==> src/common/power_seq_pkg.sv <==
// constants and types for the converter power-mode sequencer
// Overview of operation
// - rise after edge 10: stay on, abort
// - fourteen clocks; output drives until rise
// - four zero bits follow the result
// - further clocks shift other converter's result
// - output three-states at 32nd edge
// - rise in edges 2..9 enters partial
// - rise before edge 2 keeps normal
// - partial: analog off, reference kept on
// - dummy conversion wakes; valid after delay
// - early rise in partial stays partial
// - early rise cancels a started wake-up
// - window rise in partial enters full
// - full: everything off, reference included
// - select fall samples, starts, drives outputs
// - two leading zeros, twelve-bit result
// - coincident clock edge at fall ignored
package power_seq_pkg;
    localparam int          RES_W       = 12;
    localparam int          WORD_W      = 24;
    localparam int          FIFO_DEPTH  = 16;
    localparam int          WAKE_W      = 17;
    localparam logic [5:0]  CNT_LOAD    = 6'h01;
    localparam logic [5:0]  CNT_GLITCH  = 6'h02;
    localparam logic [5:0]  CNT_KEEP    = 6'h0a;
    localparam logic [5:0]  CNT_DATA    = 6'h0e;
    localparam logic [5:0]  CNT_TAIL    = 6'h11;
    localparam logic [5:0]  FRAME_TOP   = 6'h1f;
    localparam logic [5:0]  CNT_LAST    = 6'h20;
    localparam logic [5:0]  CNT_SAT     = 6'h21;
    localparam logic [1:0]  LEAD_ZEROS  = 2'h0;
    localparam logic [3:0]  GAP_ZEROS   = 4'h0;
    localparam logic        SELECT_IDLE = 1'b1;
    localparam logic        SCLK_IDLE   = 1'b0;
    localparam real         CLK_PERIOD_NS   = 20.0;
    localparam real         PARTIAL_WAKE_US = 1.0;
    localparam real         FULL_WAKE_MS    = 1.5;
    localparam int          PARTIAL_WAKE_CYC =
        int'($ceil(PARTIAL_WAKE_US * 1000.0 / CLK_PERIOD_NS));
    localparam int          FULL_WAKE_CYC =
        int'($ceil(FULL_WAKE_MS * 1000000.0 / CLK_PERIOD_NS));
    typedef enum logic [1:0] {
        MODE_NORMAL,
        MODE_PARTIAL,
        MODE_FULL
    } pwr_mode_e;
endpackage

==> src/common/stream_if.sv <==
// valid/ready word carrier between the sequencer and its buffer
`timescale 1ns/1ns
`default_nettype none
interface stream_if #(parameter int WIDTH = 24);
    logic             valid;
    logic             ready;
    logic [WIDTH-1:0] data;
    modport src (output valid, output data, input ready);
    modport snk (input valid, input data, output ready);
endinterface
`default_nettype wire

==> src/hw/pin_sync.sv <==
// three-flop pin synchroniser with agreement filter and edge pulses
`timescale 1ns/1ns
`default_nettype none
module pin_sync #(parameter logic INIT = 1'b0)
(
    input  wire logic clk,
    input  wire logic rst,
    input  wire logic pin,
    output logic      level,
    output logic      rise,
    output logic      fall
);
    logic s1_reg;
    logic s2_reg;
    logic s3_reg;
    logic level_reg;
    logic rise_reg;
    logic fall_reg;
    logic agree;

    assign agree = (s2_reg == s3_reg);

    always_ff @(posedge clk or posedge rst)
    begin
        if (rst)
        begin
            s1_reg <= INIT;
            s2_reg <= INIT;
            s3_reg <= INIT;
        end
        else
        begin
            s1_reg <= pin;
            s2_reg <= s1_reg;
            s3_reg <= s2_reg;
        end
    end

    always_ff @(posedge clk or posedge rst)
    begin
        if (rst)
        begin
            level_reg <= INIT;
            rise_reg  <= 1'b0;
            fall_reg  <= 1'b0;
        end
        else
        begin
            rise_reg <= agree && s3_reg && !level_reg;
            fall_reg <= agree && !s3_reg && level_reg;
            if (agree)
                level_reg <= s3_reg;
        end
    end

    assign level = level_reg;
    assign rise  = rise_reg;
    assign fall  = fall_reg;
endmodule // pin_sync
`default_nettype wire

==> src/hw/result_fifo.sv <==
// result buffer memory with registered read word
`timescale 1ns/1ns
`default_nettype none
module result_fifo #(
    parameter int WIDTH = 24,
    parameter int DEPTH = 16
)
(
    input  wire logic clk,
    input  wire logic rst,
    stream_if.snk     wr,
    stream_if.src     rd
);
    localparam int AW = $clog2(DEPTH);
    logic [WIDTH-1:0] mem_reg [DEPTH];
    logic [AW-1:0]    wptr_reg;
    logic [AW-1:0]    rptr_reg;
    logic [AW:0]      fill_reg;
    logic             out_valid_reg;
    logic [WIDTH-1:0] out_data_reg;
    logic             push;
    logic             load;

    assign wr.ready = (fill_reg != (AW+1)'(DEPTH));
    assign push     = wr.valid && wr.ready;
    assign load     = (fill_reg != '0) && (!out_valid_reg || rd.ready);

    always_ff @(posedge clk)
    begin
        if (push)
            mem_reg[wptr_reg] <= wr.data;
    end

    always_ff @(posedge clk or posedge rst)
    begin
        if (rst)
        begin
            wptr_reg <= '0;
            rptr_reg <= '0;
            fill_reg <= '0;
        end
        else
        begin
            if (push)
                wptr_reg <= AW'((wptr_reg + 1'b1) % DEPTH);
            if (load)
                rptr_reg <= AW'((rptr_reg + 1'b1) % DEPTH);
            fill_reg <= fill_reg + (AW+1)'(push) - (AW+1)'(load);
        end
    end

    // output stage holds the head word until taken
    always_ff @(posedge clk or posedge rst)
    begin
        if (rst)
        begin
            out_valid_reg <= 1'b0;
            out_data_reg  <= '0;
        end
        else if (load)
        begin
            out_valid_reg <= 1'b1;
            out_data_reg  <= mem_reg[rptr_reg];
        end
        else if (rd.ready)
            out_valid_reg <= 1'b0;
    end

    assign rd.valid = out_valid_reg;
    assign rd.data  = out_data_reg;
endmodule // result_fifo
`default_nettype wire

==> src/hw/adc_power_mode_sequencer.sv <==
// frame-select driven power-mode sequencer and serial output for a dual
// converter
`timescale 1ns/1ns
`default_nettype none
module adc_power_mode_sequencer #(
    parameter int FULL_WAKE_CYCLES = power_seq_pkg::FULL_WAKE_CYC
)
(
    input  wire logic                             mclk,
    input  wire logic                             rst,
    input  wire logic                             sample_frame_select_n,
    input  wire logic                             serial_clk,
    input  wire logic                             res_valid,
    output logic                                  res_ready,
    input  wire logic [power_seq_pkg::WORD_W-1:0] res_data,
    output logic                                  serial_out_a_o,
    output logic                                  serial_out_a_oe,
    output logic                                  serial_out_b_o,
    output logic                                  serial_out_b_oe,
    output logic                                  sample_start,
    output logic                                  analog_on,
    output logic                                  reference_on,
    output logic                                  powered_up
);
    logic                        cs_level;
    logic                        cs_rise;
    logic                        cs_fall;
    logic                        sclk_fall;
    logic                        frame_reg;
    logic [5:0]                  cnt_reg;
    logic [5:0]                  cnt_inc;
    logic                        count_evt;
    logic                        load_evt;
    logic [4:0]                  bit_idx;
    power_seq_pkg::pwr_mode_e    mode_reg;
    power_seq_pkg::pwr_mode_e    mode_next;
    logic [power_seq_pkg::WAKE_W-1:0] wake_cnt_reg;
    logic [31:0]                 frame_a_reg;
    logic [31:0]                 frame_b_reg;
    logic [power_seq_pkg::RES_W-1:0] res_a;
    logic [power_seq_pkg::RES_W-1:0] res_b;
    logic                        out_a_reg;
    logic                        out_b_reg;
    logic                        oe_reg;
    logic                        sample_start_reg;
    logic                        analog_on_reg;
    logic                        reference_on_reg;
    logic                        powered_up_reg;
    logic                        in_window;
    logic                        past_keep;

    stream_if #(.WIDTH(power_seq_pkg::WORD_W)) fill_s ();
    stream_if #(.WIDTH(power_seq_pkg::WORD_W)) drain_s ();

    pin_sync #(.INIT(power_seq_pkg::SELECT_IDLE)) select_sync
    (
        .clk   (mclk),
        .rst   (rst),
        .pin   (sample_frame_select_n),
        .level (cs_level),
        .rise  (cs_rise),
        .fall  (cs_fall)
    );

    pin_sync #(.INIT(power_seq_pkg::SCLK_IDLE)) sclk_sync
    (
        .clk   (mclk),
        .rst   (rst),
        .pin   (serial_clk),
        .level (),
        .rise  (),
        .fall  (sclk_fall)
    );

    result_fifo #(
        .WIDTH (power_seq_pkg::WORD_W),
        .DEPTH (power_seq_pkg::FIFO_DEPTH)
    ) buffer
    (
        .clk (mclk),
        .rst (rst),
        .wr  (fill_s.snk),
        .rd  (drain_s.src)
    );

    assign fill_s.valid = res_valid;
    assign fill_s.data  = res_data;
    assign res_ready    = fill_s.ready;

    // edges are counted only inside a frame; an edge landing with the
    // select fall is dropped and the counter holds at saturation
    assign count_evt = frame_reg && sclk_fall && !cs_fall && !cs_rise
                       && (cnt_reg != power_seq_pkg::CNT_SAT);
    assign cnt_inc   = cnt_reg + 6'h01;
    assign load_evt  = count_evt && (cnt_inc == power_seq_pkg::CNT_LOAD);
    assign bit_idx   = 5'(power_seq_pkg::FRAME_TOP - cnt_inc);
    assign drain_s.ready = load_evt;
    assign res_a     = drain_s.valid ?
                       drain_s.data[power_seq_pkg::WORD_W-1 -:
                                    power_seq_pkg::RES_W] : '0;
    assign res_b     = drain_s.valid ?
                       drain_s.data[power_seq_pkg::RES_W-1:0] : '0;

    assign in_window = (cnt_reg >= power_seq_pkg::CNT_GLITCH)
                       && (cnt_reg < power_seq_pkg::CNT_KEEP);
    assign past_keep = (cnt_reg >= power_seq_pkg::CNT_KEEP);

    always_ff @(posedge mclk or posedge rst)
    begin
        if (rst)
            frame_reg <= 1'b0;
        else if (cs_fall)
            frame_reg <= 1'b1;
        else if (cs_rise)
            frame_reg <= 1'b0;
    end

    always_ff @(posedge mclk or posedge rst)
    begin
        if (rst)
            cnt_reg <= '0;
        else if (cs_fall)
            cnt_reg <= '0;
        else if (count_evt)
            cnt_reg <= cnt_inc;
    end

    // mode decision taken from the edge count at the select rise
    always_comb
    begin
        mode_next = mode_reg;
        if (cs_rise && frame_reg)
        begin
            case (mode_reg)
                power_seq_pkg::MODE_NORMAL:
                begin
                    if (in_window)
                        mode_next = power_seq_pkg::MODE_PARTIAL;
                    else
                        mode_next = power_seq_pkg::MODE_NORMAL;
                end
                power_seq_pkg::MODE_PARTIAL:
                begin
                    if (past_keep)
                        mode_next = power_seq_pkg::MODE_NORMAL;
                    else if (in_window)
                        mode_next = power_seq_pkg::MODE_FULL;
                    else
                        mode_next = power_seq_pkg::MODE_PARTIAL;
                end
                power_seq_pkg::MODE_FULL:
                begin
                    if (past_keep)
                        mode_next = power_seq_pkg::MODE_NORMAL;
                    else
                        mode_next = power_seq_pkg::MODE_FULL;
                end
                default:
                    mode_next = power_seq_pkg::MODE_NORMAL;
            endcase
        end
    end

    always_ff @(posedge mclk or posedge rst)
    begin
        if (rst)
            mode_reg <= power_seq_pkg::MODE_NORMAL;
        else
            mode_reg <= mode_next;
    end

    // wake timer starts at the dummy conversion's select fall
    always_ff @(posedge mclk or posedge rst)
    begin
        if (rst)
            wake_cnt_reg <= '0;
        else if (cs_fall && mode_reg == power_seq_pkg::MODE_PARTIAL)
            wake_cnt_reg <= power_seq_pkg::WAKE_W'(
                power_seq_pkg::PARTIAL_WAKE_CYC);
        else if (cs_fall && mode_reg == power_seq_pkg::MODE_FULL)
            wake_cnt_reg <= power_seq_pkg::WAKE_W'(FULL_WAKE_CYCLES);
        else if (cs_rise && frame_reg && !past_keep
                 && mode_reg != power_seq_pkg::MODE_NORMAL)
            wake_cnt_reg <= '0;
        else if (wake_cnt_reg != '0)
            wake_cnt_reg <= wake_cnt_reg - 1'b1;
    end

    // frame words: two lead zeros, result, four zeros, other result, two
    always_ff @(posedge mclk or posedge rst)
    begin
        if (rst)
        begin
            frame_a_reg <= '0;
            frame_b_reg <= '0;
        end
        else if (load_evt)
        begin
            frame_a_reg <= {power_seq_pkg::LEAD_ZEROS, res_a,
                            power_seq_pkg::GAP_ZEROS, res_b,
                            power_seq_pkg::LEAD_ZEROS};
            frame_b_reg <= {power_seq_pkg::LEAD_ZEROS, res_b,
                            power_seq_pkg::GAP_ZEROS, res_a,
                            power_seq_pkg::LEAD_ZEROS};
        end
    end

    always_ff @(posedge mclk or posedge rst)
    begin
        if (rst)
        begin
            oe_reg    <= 1'b0;
            out_a_reg <= 1'b0;
            out_b_reg <= 1'b0;
        end
        else if (cs_fall)
        begin
            oe_reg    <= 1'b1;
            out_a_reg <= 1'b0;
            out_b_reg <= 1'b0;
        end
        else if (cs_rise)
        begin
            oe_reg    <= 1'b0;
            out_a_reg <= 1'b0;
            out_b_reg <= 1'b0;
        end
        else if (count_evt)
        begin
            if (cnt_inc >= power_seq_pkg::CNT_LAST)
            begin
                oe_reg    <= 1'b0;
                out_a_reg <= 1'b0;
                out_b_reg <= 1'b0;
            end
            else if (load_evt)
            begin
                out_a_reg <= 1'b0;
                out_b_reg <= 1'b0;
            end
            else
            begin
                out_a_reg <= frame_a_reg[bit_idx];
                out_b_reg <= frame_b_reg[bit_idx];
            end
        end
    end

    // power domains follow the mode; a frame powers them up meanwhile
    always_ff @(posedge mclk or posedge rst)
    begin
        if (rst)
        begin
            sample_start_reg <= 1'b0;
            analog_on_reg    <= 1'b1;
            reference_on_reg <= 1'b1;
            powered_up_reg   <= 1'b0;
        end
        else
        begin
            sample_start_reg <= cs_fall;
            analog_on_reg    <= (mode_reg == power_seq_pkg::MODE_NORMAL)
                                || frame_reg;
            reference_on_reg <= (mode_reg != power_seq_pkg::MODE_FULL)
                                || frame_reg;
            powered_up_reg   <= (mode_reg == power_seq_pkg::MODE_NORMAL)
                                && (wake_cnt_reg == '0);
        end
    end

    assign serial_out_a_o  = out_a_reg;
    assign serial_out_b_o  = out_b_reg;
    assign serial_out_a_oe = oe_reg;
    assign serial_out_b_oe = oe_reg;
    assign sample_start    = sample_start_reg;
    assign analog_on       = analog_on_reg;
    assign reference_on    = reference_on_reg;
    assign powered_up      = powered_up_reg;
endmodule // adc_power_mode_sequencer
`default_nettype wire

==> config.mk <==
export PLATFORM = sky130hd
export DESIGN_NAME = adc_power_mode_sequencer
export DESIGN_NICKNAME = d
export VERILOG_FILES = /design/src/common/power_seq_pkg.sv /design/src/common/stream_if.sv /design/src/hw/pin_sync.sv /design/src/hw/result_fifo.sv /design/src/hw/adc_power_mode_sequencer.sv
export SDC_FILE = /design/constraint.sdc
export NUM_CORES = 1
export LEC_CHECK = 0
export ABC_AREA = 0
export BUFFER_PORTS_ARGS = -buffer_cell sky130_fd_sc_hd__buf_4
export CORE_MARGIN = 10
export CORE_UTILIZATION = 45
export CTS_CLUSTER_SIZE = 12
export DETAILED_ROUTE_END_ITERATION = 8
export GPL_ROUTABILITY_DRIVEN = 0
export PLACE_DENSITY_LB_ADDON = 0.12
export SYNTH_ARGS = -nofsm -noshare
export SYNTH_HDL_FRONTEND = slang
export SYNTH_SLANG_ARGS = --single-unit
==> constraint.sdc <==
create_clock -name mclk -period 7.5 [get_ports mclk]
set_input_delay 1.125 -clock mclk [delete_from_list [all_inputs] [get_ports mclk]]
set_output_delay 1.125 -clock mclk [all_outputs]
set_load 0.02 [all_outputs]
; After elaboration in Yosys (flattened, before gate mapping)
; Memory sizes are Yosys's and may differ from the RTL's. A register that Yosys moved wholly into a read port is not among the register bits.
; Cells that the tools add are included.
[totals]
in_bits = 29
ramBits = 384
n_memories = 1
wordCells = 128
register_bits = 106
output_inout_bits = 9
[mem_list]
columns = name, depth, word_bits, rd, rd_ports_with_merged_regs, wr, line
row1 = buffer.mem_reg, 16, 24, 1, 1, 1, result_fifo.sv:15  ; logic [WIDTH-1:0] mem_reg [DEPTH];
[classes]
reduce_logical = 42
magnitude_cmp = 5
n_eq_ne = 8
n_addsub = 7
muxes = 37
[op_table]
columns = op, count
row1 = 2-to-1 mux 17 bit, 4
row2 = 2-to-1 mux 12 bit, 2
row3 = 2-to-1 mux 1 bit, 23
row4 = logical AND 1 bit, 20
row5 = zero test 17 bit, 1
row6 = nonzero test 17 bit, 1
row7 = subtractor 17 x 1 -> 17 bit (second input constant), 1
row8 = 2-to-1 mux 6 bit, 2
row9 = binary-select mux 1 bit (select 5 bit), 2
row10 = adder 4 x 1 -> 4 bit (second input constant), 2
row11 = nonzero test 2 bit, 4
row12 = zero test 1 bit, 7
row13 = adder 6 x 1 -> 6 bit (second input constant), 1
row14 = == test 6 x 1 -> 1 bit (second input constant), 1
row15 = >= comparator 6 x 2 -> 1 bit (second input constant), 1
row16 = >= comparator 6 x 4 -> 1 bit (second input constant), 1
row17 = >= comparator 6 bit (second input constant), 1
row18 = < comparator 5 x 6 -> 1 bit (second input constant), 1
row19 = < comparator 6 x 4 -> 1 bit (second input constant), 1
row20 = 2-to-1 mux 2 bit, 3
row21 = != test 6 bit (second input constant), 1
row22 = one-hot mux 2 bit (3 select lines), 1
row23 = nonzero test 3 bit, 2
row24 = adder 5 x 1 -> 5 bit, 1
row25 = 12 further kinds, 15

; Longest topological paths before layout
; Gate-level depths: netlist of the first run.
[logic_depth]
ltp_word = 10
depth_mapped = 16
ltp_nobuf = 14

; Hierarchy
; A second synthesis of the first run with hierarchy kept.
[unflattened]
cells_unflattened = 1111
area_unflattened_um2 = 19670.1
[by_module_without_submodules]
columns = module, cells_each, area_per_inst_um2, n_inst, seq_area_each_um2
row1 = result_fifo, 764, 16251.8, 1, 12482.0
row2 = adc_power_mode_sequencer, 319, 2985.4, 1, 1428.9
row3 = pin_sync (select_sync), 14, 219.0, 1, 155.1
row4 = pin_sync (sclk_sync), 14, 214.0, 1, 150.1

; Worst setup path after synthesis of the first run
; No wires, ideal clock.
[synth_timing]
path_type = input -> register
startpoint = input port res_valid
endpoint = memory buffer.mem_reg[0][0], enable pin
path_buffers = 0
t_required_ns = 7.034
arrival_ns = 3.582
setup_time_ns = 0.466
path_stages = 2
path_slack_ns = 3.452
cell_sequence = nand2_1 nor4_1
[synth_between]
elab_chain_cells = 3
[synth_rtl]
columns = element, line
row1 = from (decl), adc_power_mode_sequencer.sv:13  ; input wire logic res_valid,
row2 = logical AND 1 bit, result_fifo.sv:25  ; assign push = wr.valid && wr.ready;
row3 = 2-to-1 mux 1 bit, result_fifo.sv:30  ; if (push)
row4 = 2-to-1 mux 1 bit (not written as such), result_fifo.sv:31  ; mem_reg[wptr_reg] <= wr.data;
row5 = to (decl), result_fifo.sv:15
; No other way between the ends.

; Final worst setup path of the first run
[layout_timing]
startpoint = register cnt_reg[0]
endpoint = register buffer.fill_reg[4]
[layout_between]
elab_chain_cells = 6
elab_cells_between_ends = 8
classes_between = 2 x add/sub / 2 x eq/ne / 4 x reduce/logical
[layout_rtl]
columns = element, line
row1 = from (decl), adc_power_mode_sequencer.sv:30  ; logic [5:0] cnt_reg;
row2 = from (signal assigned), adc_power_mode_sequencer.sv:125  ; cnt_reg <= cnt_inc;
row3 = adder 6 x 1 -> 6 bit or != test 6 bit (tied branches), "adc_power_mode_sequencer.sv:94, adc_power_mode_sequencer.sv:93"
row4 = == test 6 x 1 -> 1 bit or logical AND 1 bit (tied branches), "adc_power_mode_sequencer.sv:95, adc_power_mode_sequencer.sv:93"
row5 = logical AND 1 bit *, adc_power_mode_sequencer.sv:95  ; assign load_evt = count_evt && (cnt_inc == power_seq_pkg::CNT_LOAD);
row6 = logical OR 1 bit *, result_fifo.sv:26  ; assign load = (fill_reg != '0) && (!out_valid_reg || rd.ready);
row7 = logical AND 1 bit *, result_fifo.sv:26
row8 = subtractor 5 x 1 -> 5 bit *, result_fifo.sv:48  ; fill_reg <= fill_reg + (AW+1)'(push) - (AW+1)'(load);
row9 = to (signal assigned), result_fifo.sv:48
row10 = to (decl), result_fifo.sv:18  ; logic [AW:0] fill_reg;
; Every way passes the cells marked *; elsewhere a longest branch is shown, timed or not.
; A chain may end at the register's enable or synchronous reset.

==> results.cfg, run 1 <==
[power]
clkPwrFrac = 0.307
p_seq_frac = 0.463
power.leakage_nw = 7.76
p_sw_frac = 0.283
p_int_w = 0.00578
combPwrFrac = 0.230
switching_power_w = 0.00229
peakVddDrop_v = 0.000218
power.density_mw_per_mm2 = 359

[die]
pin_count = 38
die_h_um = 230
initial_core_util = 0.459
coreArea_mm2 = 0.0434
fp-row-count = 76
dieWidth_um = 230
die-area_mm2 = 0.0530

[clock_network]
clkTransAtPathRegs_ps = 60
cts_root_buf = clkbuf_16
insertion_delay_ps = 620
cts_resized = 0
post_cts_buffers = 0
cts_tree = yes
hold_buffers = 0
cts_made_buffers = 52
h-tree-depth = 2
cts_buffer_depth = 3
clock-sinks = 490

[critical_path]
required_ps = 7990
critPathMaxFanout = 54
critical_path_class = reg2reg
reg2reg_from = cnt_reg[0]
reg2regPathDepth = 14
worstReg2RegEnd = buffer.fill_reg[4]
crit_arrival_ps = 4500
cp-start-kind = flop
r2r_slack_ps = 3490
critPathCaptureType = flop

[sta]
drv_slew = 0
slew_headroom = 0.291
tightest_slew_ps = 1060
fmax_mhz = 249
period_share = 0.535
period_needed_ps = 4010
worst_hold_slack_ps = 350
tns_ps = 0
clock-skew-final_ps = 50.7
setup_viol = 0
hold_viol = 0
rsz0062_at_grt = no

[logic_synthesis]
synth_edf_count = 384
ys_ff_latch = 490
syn_nets = 1112
ys_warn_count = 0
synth_ff_type = edfxtp_1
netlist_instances = 1063
synth_area_mm2 = 0.0199
syn_area_per_cell_um2 = 18.7
synthArstFlopShare = 0.216
synth-seq-area-share = 0.714
ys_types = 69

[routing]
drtPass1Iterations = 4
drc = 0
via_per_inst = 5.46
drtIter0Drc = 832
ant_nets = 0
num_vias = 9516
routed_wl_um = 41500
wl_per_cell_um = 23.8

[global_route]
grt_overflow = 0
grt_pass1_vias = 9974
grt_pass1_wl_um = 63900
track_usage = 0.160
antenna_found_initial = 0
grt_max_degree = 58

[hold_path]
worst_hold_path.endpoint = sclk_sync.s2_reg
hold_class = reg2reg
holdPathStages = 0
min_from = sclk_sync.s1_reg

[finish]
drive_above_1_share = 0.269
syn2layout_area_growth_pct = 12.9
largest_reg_flops = 384
final_common_cell = edfxtp_1
diodes = 0
final_nets = 1164
final_cell_mix = 384 x edfxtp_1, 119 x mux4_2, 97 x dfrtp_1

[placement]
io_buffer_count = 37
dpl.hpwl_um = 22400

[run]
maxCapViolCount = 0

[run_status]
status = complete, no violations
## power groups by stage
stage                     Sequential [W]  Clock (W)  Combinational, W
after global placement           0.00379          0           0.00188
after detailed placement         0.00380          0           0.00190
after global routing             0.00380    0.00264           0.00203
final                            0.00373    0.00248           0.00185
after floorplan                  0.00355          0           0.00160
after CTS                        0.00375    0.00253           0.00190
## cell usage after synthesis, types with 4 or more instances
library cell  instances  share of area
nand4_1               9         0.0028
nand2_1              75          0.014
a21o_1                4         0.0015
o21ai_0              32         0.0081
or4_1                 6         0.0023
dfrtp_1             100           0.13
nand3b_1              8         0.0030
nor4_1                6         0.0019
mux2i_1              10         0.0050
buf_2                16         0.0040
xnor2_1              13         0.0057
nor3_1                9         0.0023
xor2_1               11         0.0048
inv_1                27         0.0051
dfstp_2               6         0.0079
a21oi_1              14         0.0035
nor3b_1               7         0.0026
nor2_1               30         0.0057
nor2b_1               5         0.0016
o31ai_1               5         0.0019
mux2_4               18          0.014
mux2_2               12         0.0068
nand3_1              16         0.0040
clkbuf_1             32         0.0060
and2_1               12         0.0038
mux4_2              119           0.13
ha_1                 19          0.012
nand2b_1              5         0.0016
buf_6                 4         0.0023
edfxtp_1            384           0.58
## worst max-delay path by stage
stage | startpoint | to | slack, ps | cells after the start
final | cnt_reg[0] | buffer.fill_reg[4] | 3490 | 14
after global routing | cnt_reg[0] | buffer.fill_reg[4] | 3150 | 14
after CTS | cnt_reg[0] | buffer.fill_reg[4] | 3460 | 14
after detailed placement | cnt_reg[0] | buffer.fill_reg[4] | 3460 | 14
after global placement | cnt_reg[0] | buffer.fill_reg[4] | 3540 | 14
after floorplan | res_valid | buffer.mem_reg[0][0] | 3450 | 2
## cell type report
cell class                      instances  area [um^2]
Clock inverter                         21          224
Clock buffer                           75         1430
Timing Repair Buffer                   55          413
Fill cell                            3555        20900
Sequential cell                       490        14200
Inverter                               28          108
Tap cell                              585          732
Multi-Input combinational cell        488         5350
## routing by layer
| layer | GRT usage | up-vias | routed length, um |
|---|---|---|---|
| li1 | - | 4288 | - |
| met4 | 0.0460 | 0 | 810 |
| met3 | 0.0261 | 58 | 1600 |
| met1 | 0.216 | 5008 | 18700 |
| met2 | 0.263 | 162 | 20400 |
| met5 | 0 | - | 0 |
## cell families after synthesis
group	count (synthesis)	share of synthesized area
compound gates	76	0.0245
simple gates	205	0.0536
flops	490	0.714
mux	161	0.162
buf+inv	85	0.0210
fa+ha+maj	20	0.0130
xor+xnor	26	0.0122
## critical path, stage by stage (launching register included)
cell       delay [ps]
dfrtp_1           920
ha_1              280
nand2_1            50
o41a_1            510
o2111ai_4         160
buf_4             450
a21oi_4           110
ha_1              310
inv_1              40
ha_1              210
fa_1              440
a21oi_1           160
nor2_1             50
nor2_1            110
xnor2_1           120
## through the flow
step	setup slack [ps]	total power, W	std cells	utilization	area [um^2]
2_1_floorplan	3450	0.00515	1063	-	19900
3_3_place_gp	3540	0.00567	1646	0.480	20800
3_5_place_dp	3460	0.00570	1646	0.480	20800
4_1_cts	3460	0.00818	1742	0.518	22500
5_1_grt	3150	0.00847	1742	0.518	22500
6_report	3490	0.00806	1742	0.518	22500
No activity file was read; power rests on OpenSTA's default activity.
==> run 2, diff against run 1 <==
==> constraint.sdc (replaced) <==
create_clock -name mclk -period 3.4 [get_ports mclk]
set_input_delay 0.51 -clock mclk [delete_from_list [all_inputs] [get_ports mclk]]
set_output_delay 0.51 -clock mclk [all_outputs]
set_load 0.02 [all_outputs]
==> results.cfg, run 2 (synthesis results as in run 1) <==
[sta]
period_share = 0.870
clock-skew-final_ps = 15.7
rsz0062_at_grt = no
setup_ws_ps = 441
fmax_mhz = 338
tightest_slew_ps = 894
slew_headroom = 0.402
tns_ps = 0
setup_viol = 0
hold_viol = 0
drv_slew = 0
period_needed_ps = 2960

[finish]
drive_above_1_share = 0.275
final_cells = 1762
final_cell_mix = 384 x edfxtp_1, 119 x mux4_2, 97 x dfrtp_1
diodes = 0
syn2layout_area_growth_pct = 14.0
final_common_cell = edfxtp_1
final_nets = 1187
largest_reg_flops = 384
fin_util = 0.523

[die]
initial_core_util = 0.459
pin_count = 38
fp-row-count = 76
coreArea_mm2 = 0.0434
die-area_mm2 = 0.0530
die_h_um = 230
dieWidth_um = 230

[power]
p_seq_frac = 0.455
combPwrFrac = 0.254
p_sw_frac = 0.284
switching_power_w = 0.00506
p_int_w = 0.0128
p_total_w = 0.0178
peakVddDrop_v = 0.000405
power.density_mw_per_mm2 = 787
power.leakage_nw = 7.87
clkPwrFrac = 0.291

[clock_network]
cts_tree = yes
cts_made_buffers = 53
cts_resized = 0
clock-sinks = 490
cts_buffer_depth = 3
cts_root_buf = clkbuf_16
clkTransAtPathRegs_ps = 60
insertion_delay_ps = 580
h-tree-depth = 2

[critical_path]
critPathMaxFanout = 9
critical_path_class = reg2reg
crit_arrival_ps = 3460
required_ps = 3900
critPathCaptureType = flop
cp-start-kind = flop
r2r_slack_ps = 440

[global_route]
grt_overflow = 0
grt_pass1_vias = 10000
grt_max_degree = 54
track_usage = 0.160
antenna_found_initial = 1
grt_pass1_wl_um = 64200

[hold_path]
hold_class = in2async

[routing]
wl_per_cell_um = 23.7
num_vias = 9584
drc = 0
drtIter0Drc = 661
routed_wl_um = 41800
ant_nets = 0
drtPass1Iterations = 5
via_per_inst = 5.44

[placement]
io_buffer_count = 37
dpl.hpwl_um = 24400
dp.cells = 1667
place_worst_setup_slack_ps = 439

[run]
maxCapViolCount = 0

[run_status]
status = complete, no violations
## run 2: worst paths after layout
check,start,to,cells past startpoint
worst max-delay path,cnt_reg[1],buffer.fill_reg[4],13
worst min-delay path,rst,buffer.fill_reg[2],2
max in group asynchronous,rst,buffer.rd.data[13],3
worst min register to register,select_sync.s1_reg,select_sync.s2_reg,0
worst max register to register,cnt_reg[1],buffer.fill_reg[4],13
min in group mclk,serial_clk,sclk_sync.s1_reg,1
## run 2: metrics by stage
step           hold slack [ps]  instance area (um^2)
3_3_place_gp               344                 21100
2_1_floorplan              331                 19900
3_5_place_dp               341                 21100
4_1_cts                  0.272                 22700
6_report                  26.5                 22700
5_1_grt                   7.27                 22700
## run 2: power by group through the flow
stage / Combinational, W / Sequential, W / Clock, W
3_3_place_gp: 0.00461 / 0.00822 / 0
2_1_floorplan: 0.00352 / 0.00783 / 0
3_5_place_dp: 0.00464 / 0.00825 / 0
5_1_grt: 0.00493 / 0.00823 / 0.00557
4_1_cts: 0.00465 / 0.00813 / 0.00533
6_report: 0.00453 / 0.00811 / 0.00519
## run 2: cell type report
type                            count  area [um^2]
Multi-Input combinational cell    488         5350
Clock inverter                     20          121
Inverter                           28          108
Fill cell                        3545        20700
Clock buffer                       74         1430
Tap cell                          585          732
Timing Repair Buffer               77          731
Sequential cell                   490        14200
## run 2: worst max-delay path, cell delays in order (launching register included)
cell       delay (ps)
dfrtp_1           460
ha_1              310
and3b_1           190
o21a_1            210
o2111ai_4         220
a21oi_4            80
ha_1              280
inv_1              40
ha_1              200
fa_1              430
a21oi_1           160
nor2_1             60
nor2_1            110
xnor2_1           120
## run 2: what timing repair did
item	in CTS	in global routing
endpoints found under the setup margin	0	0
hold buffers	1	0
endpoints found under the hold margin	1	0
setup buffers	0	0
## run 2: layer usage
layer,GRT usage,up-vias,part of all wire
li1,-,4339,-
met1,0.218,5036,0.45
met2,0.264,162,0.50
met3,0.0294,45,0.040
met4,0.0347,2,0.014
met5,0,-,0.00031
==> run 3, diff against run 2 <==
--- a/config.mk
+++ b/config.mk
@@ -12,6 +12,7 @@
 export CTS_CLUSTER_SIZE = 12
 export DETAILED_ROUTE_END_ITERATION = 8
 export GPL_ROUTABILITY_DRIVEN = 0
+export GPL_TIMING_DRIVEN = 0
 export PLACE_DENSITY_LB_ADDON = 0.12
 export SYNTH_ARGS = -nofsm -noshare
 export SYNTH_HDL_FRONTEND = slang
==> constraint.sdc (replaced) <==
create_clock -name mclk -period 3.4 [get_ports mclk]
set_input_delay 0.34 -clock mclk [delete_from_list [all_inputs] [get_ports mclk]]
set_output_delay 0.34 -clock mclk [all_outputs]
set_load 0.05 [all_outputs]
==> results.cfg, run 3 (synthesis results as in run 1) <==
[routing]
ant_nets = 0
wl_met1_um = 19500
wl_met3_um = 1710
route.met2.wl_um = 21500
drtPass1Iterations = 5
wl_per_cell_um = 24.1
via_per_inst = 5.49
routed_wl_um = 43600
drtIter0Drc = 792
highest_layer = met4
drc = 0
num_vias = 9913

[sta]
worst_hold_slack_ps = 44.9
clock-skew-final_ps = 24.1
setup_viol = 0
rsz0062_at_grt = no
hold_viol = 0
drv_slew = 0
slew_headroom = 0.286
fmax_mhz = 312
tightest_slew_ps = 1070
period_needed_ps = 3200
period_share = 0.942
tns_ps = 0

[critical_path]
crit_path_max_incr_delay_ps = 430
crit_arrival_ps = 3690
crit_slowest_cell = fa_1
cp-start-kind = flop
critPathCaptureType = flop
required_ps = 3890
cp_top_family = adder cells
reg2reg_from = cnt_reg[0]
crit_chain = clkbuf_4 -> buf_4 -> buf_4 -> inv_1 -> ha_2 -> o2111ai_4 -> a21oi_4 -> buf_12 -> ha_1 -> inv_1 -> ha_1 -> fa_1 -> a21oi_1 -> nor2_1 -> nor2_1 -> xnor2_1
cp-startpoint = cnt_reg[0]
worst-path-buf-inv = 6
critical_path_class = reg2reg
critPathMaxFanout = 10

[global_route]
grt_overflow = 0
grt_max_degree = 57
track_usage = 0.167
grt_pass1_wl_um = 66000
grt_pass1_vias = 10400
antenna_found_initial = 0

[die]
fp-row-count = 76
coreArea_mm2 = 0.0434
initial_core_util = 0.459
pin_count = 38
die-area_mm2 = 0.0530
dieWidth_um = 230
die_h_um = 230

[placement]
io_buffer_count = 37
dpl.hpwl_um = 27100

[clock_network]
cts_tree = yes
cts_made_buffers = 51
insertion_delay_ps = 590
cts_root_buf = clkbuf_16
cts_buffer_depth = 3
clkTransAtPathRegs_ps = 60
clock-sinks = 490
h-tree-depth = 2

[finish]
drive_above_1_share = 0.287
largest_reg_flops = 384
diodes = 0
fin_util = 0.528
final_cell_mix = 384 x edfxtp_1, 119 x mux4_2, 99 x dfrtp_1
final_common_cell = edfxtp_1
final_nets = 1241
syn2layout_area_growth_pct = 15.2

[power]
peakVddDrop_v = 0.000412
power.leakage_nw = 7.99
power.density_mw_per_mm2 = 783

[run]
maxCapViolCount = 0

[hold_path]
hold_class = in2reg
min_from = res_data[3]

[run_status]
status = complete, no violations
[run 3: cell count changes in the layout (fill, tap and decap cells not counted), sizes merged]
cell and change:
clkbuf +23, clkinv -5, buf +23, clkinvlp +1, dlygate4sd3 +2
[run 3: report_power, final]
| group | internal (W) | switching [W] | leakage, nW | total [W] |
|---|---|---|---|---|
| clock network | 0.00287 | 0.00219 | 0.714 | 0.00506 |
| registers | 0.00741 | 0.000424 | 4.77 | 0.00784 |
| logic | 0.00241 | 0.00263 | 2.50 | 0.00504 |
[run 3: routing by layer]
layer  GRT usage  vias up
li1            -     4437
met1       0.226     5216
met2       0.274      196
met3      0.0278       64
met4      0.0495        0
met5           0        -
[run 3: final timing paths]
check / slack (ps) / cells past startpoint / endpoint
min in group asynchronous: 440 / 3 / buffer.wptr_reg[3]
setup reg to reg: 200 / 16 / buffer.fill_reg[4]
hold / removal: 40 / 1 / buffer.mem_reg[7][3]
setup / recovery: 200 / 16 / buffer.fill_reg[4]
max in group asynchronous: 2190 / 4 / reference_on
hold reg to reg: 360 / 0 / sclk_sync.s2_reg
[run 3: area by class of cell]
| cell class | count | area (um^2) |
|---|---|---|
| Inverter | 28 | 108 |
| Multi-Input combinational cell | 488 | 5360 |
| Sequential cell | 490 | 14200 |
| Clock buffer | 66 | 1360 |
| Buffer | 57 | 330 |
| Timing Repair Buffer | 76 | 698 |
| Clock inverter | 16 | 121 |
| Tap cell | 585 | 732 |
| Fill cell | 3495 | 20500 |
[run 3: stage by stage]
stage,worst slack [ps],std cells,area (um^2),power (W)
after floorplan,-718,1063,19900,0.0114
after global placement,-3950,1685,20900,0.0129
after detailed placement,-609,1714,21300,0.0131
after CTS,2.44,1800,22800,0.0182
after global routing,13.1,1806,22900,0.0188
final,199,1806,22900,0.0179
[run 3: timing repair]
action                                  in CTS  in global routing
resized for setup                            4                 10
setup buffers                                1                  6
pin swaps                                    1                  2
hold buffers                                 3                  0
hold endpoints to repair                    53                  0
endpoints found under the setup margin       4                  1
[run 3: worst register-to-register path, stage by stage (launching register included)]
cell,delay (ps)
dfrtp_1,400
clkbuf_4,200
buf_4,190
buf_4,180
inv_1,80
ha_2,190
o2111ai_4,180
a21oi_4,240
buf_12,170
ha_1,140
inv_1,40
ha_1,200
fa_1,430
a21oi_1,170
nor2_1,50
nor2_1,110
xnor2_1,130
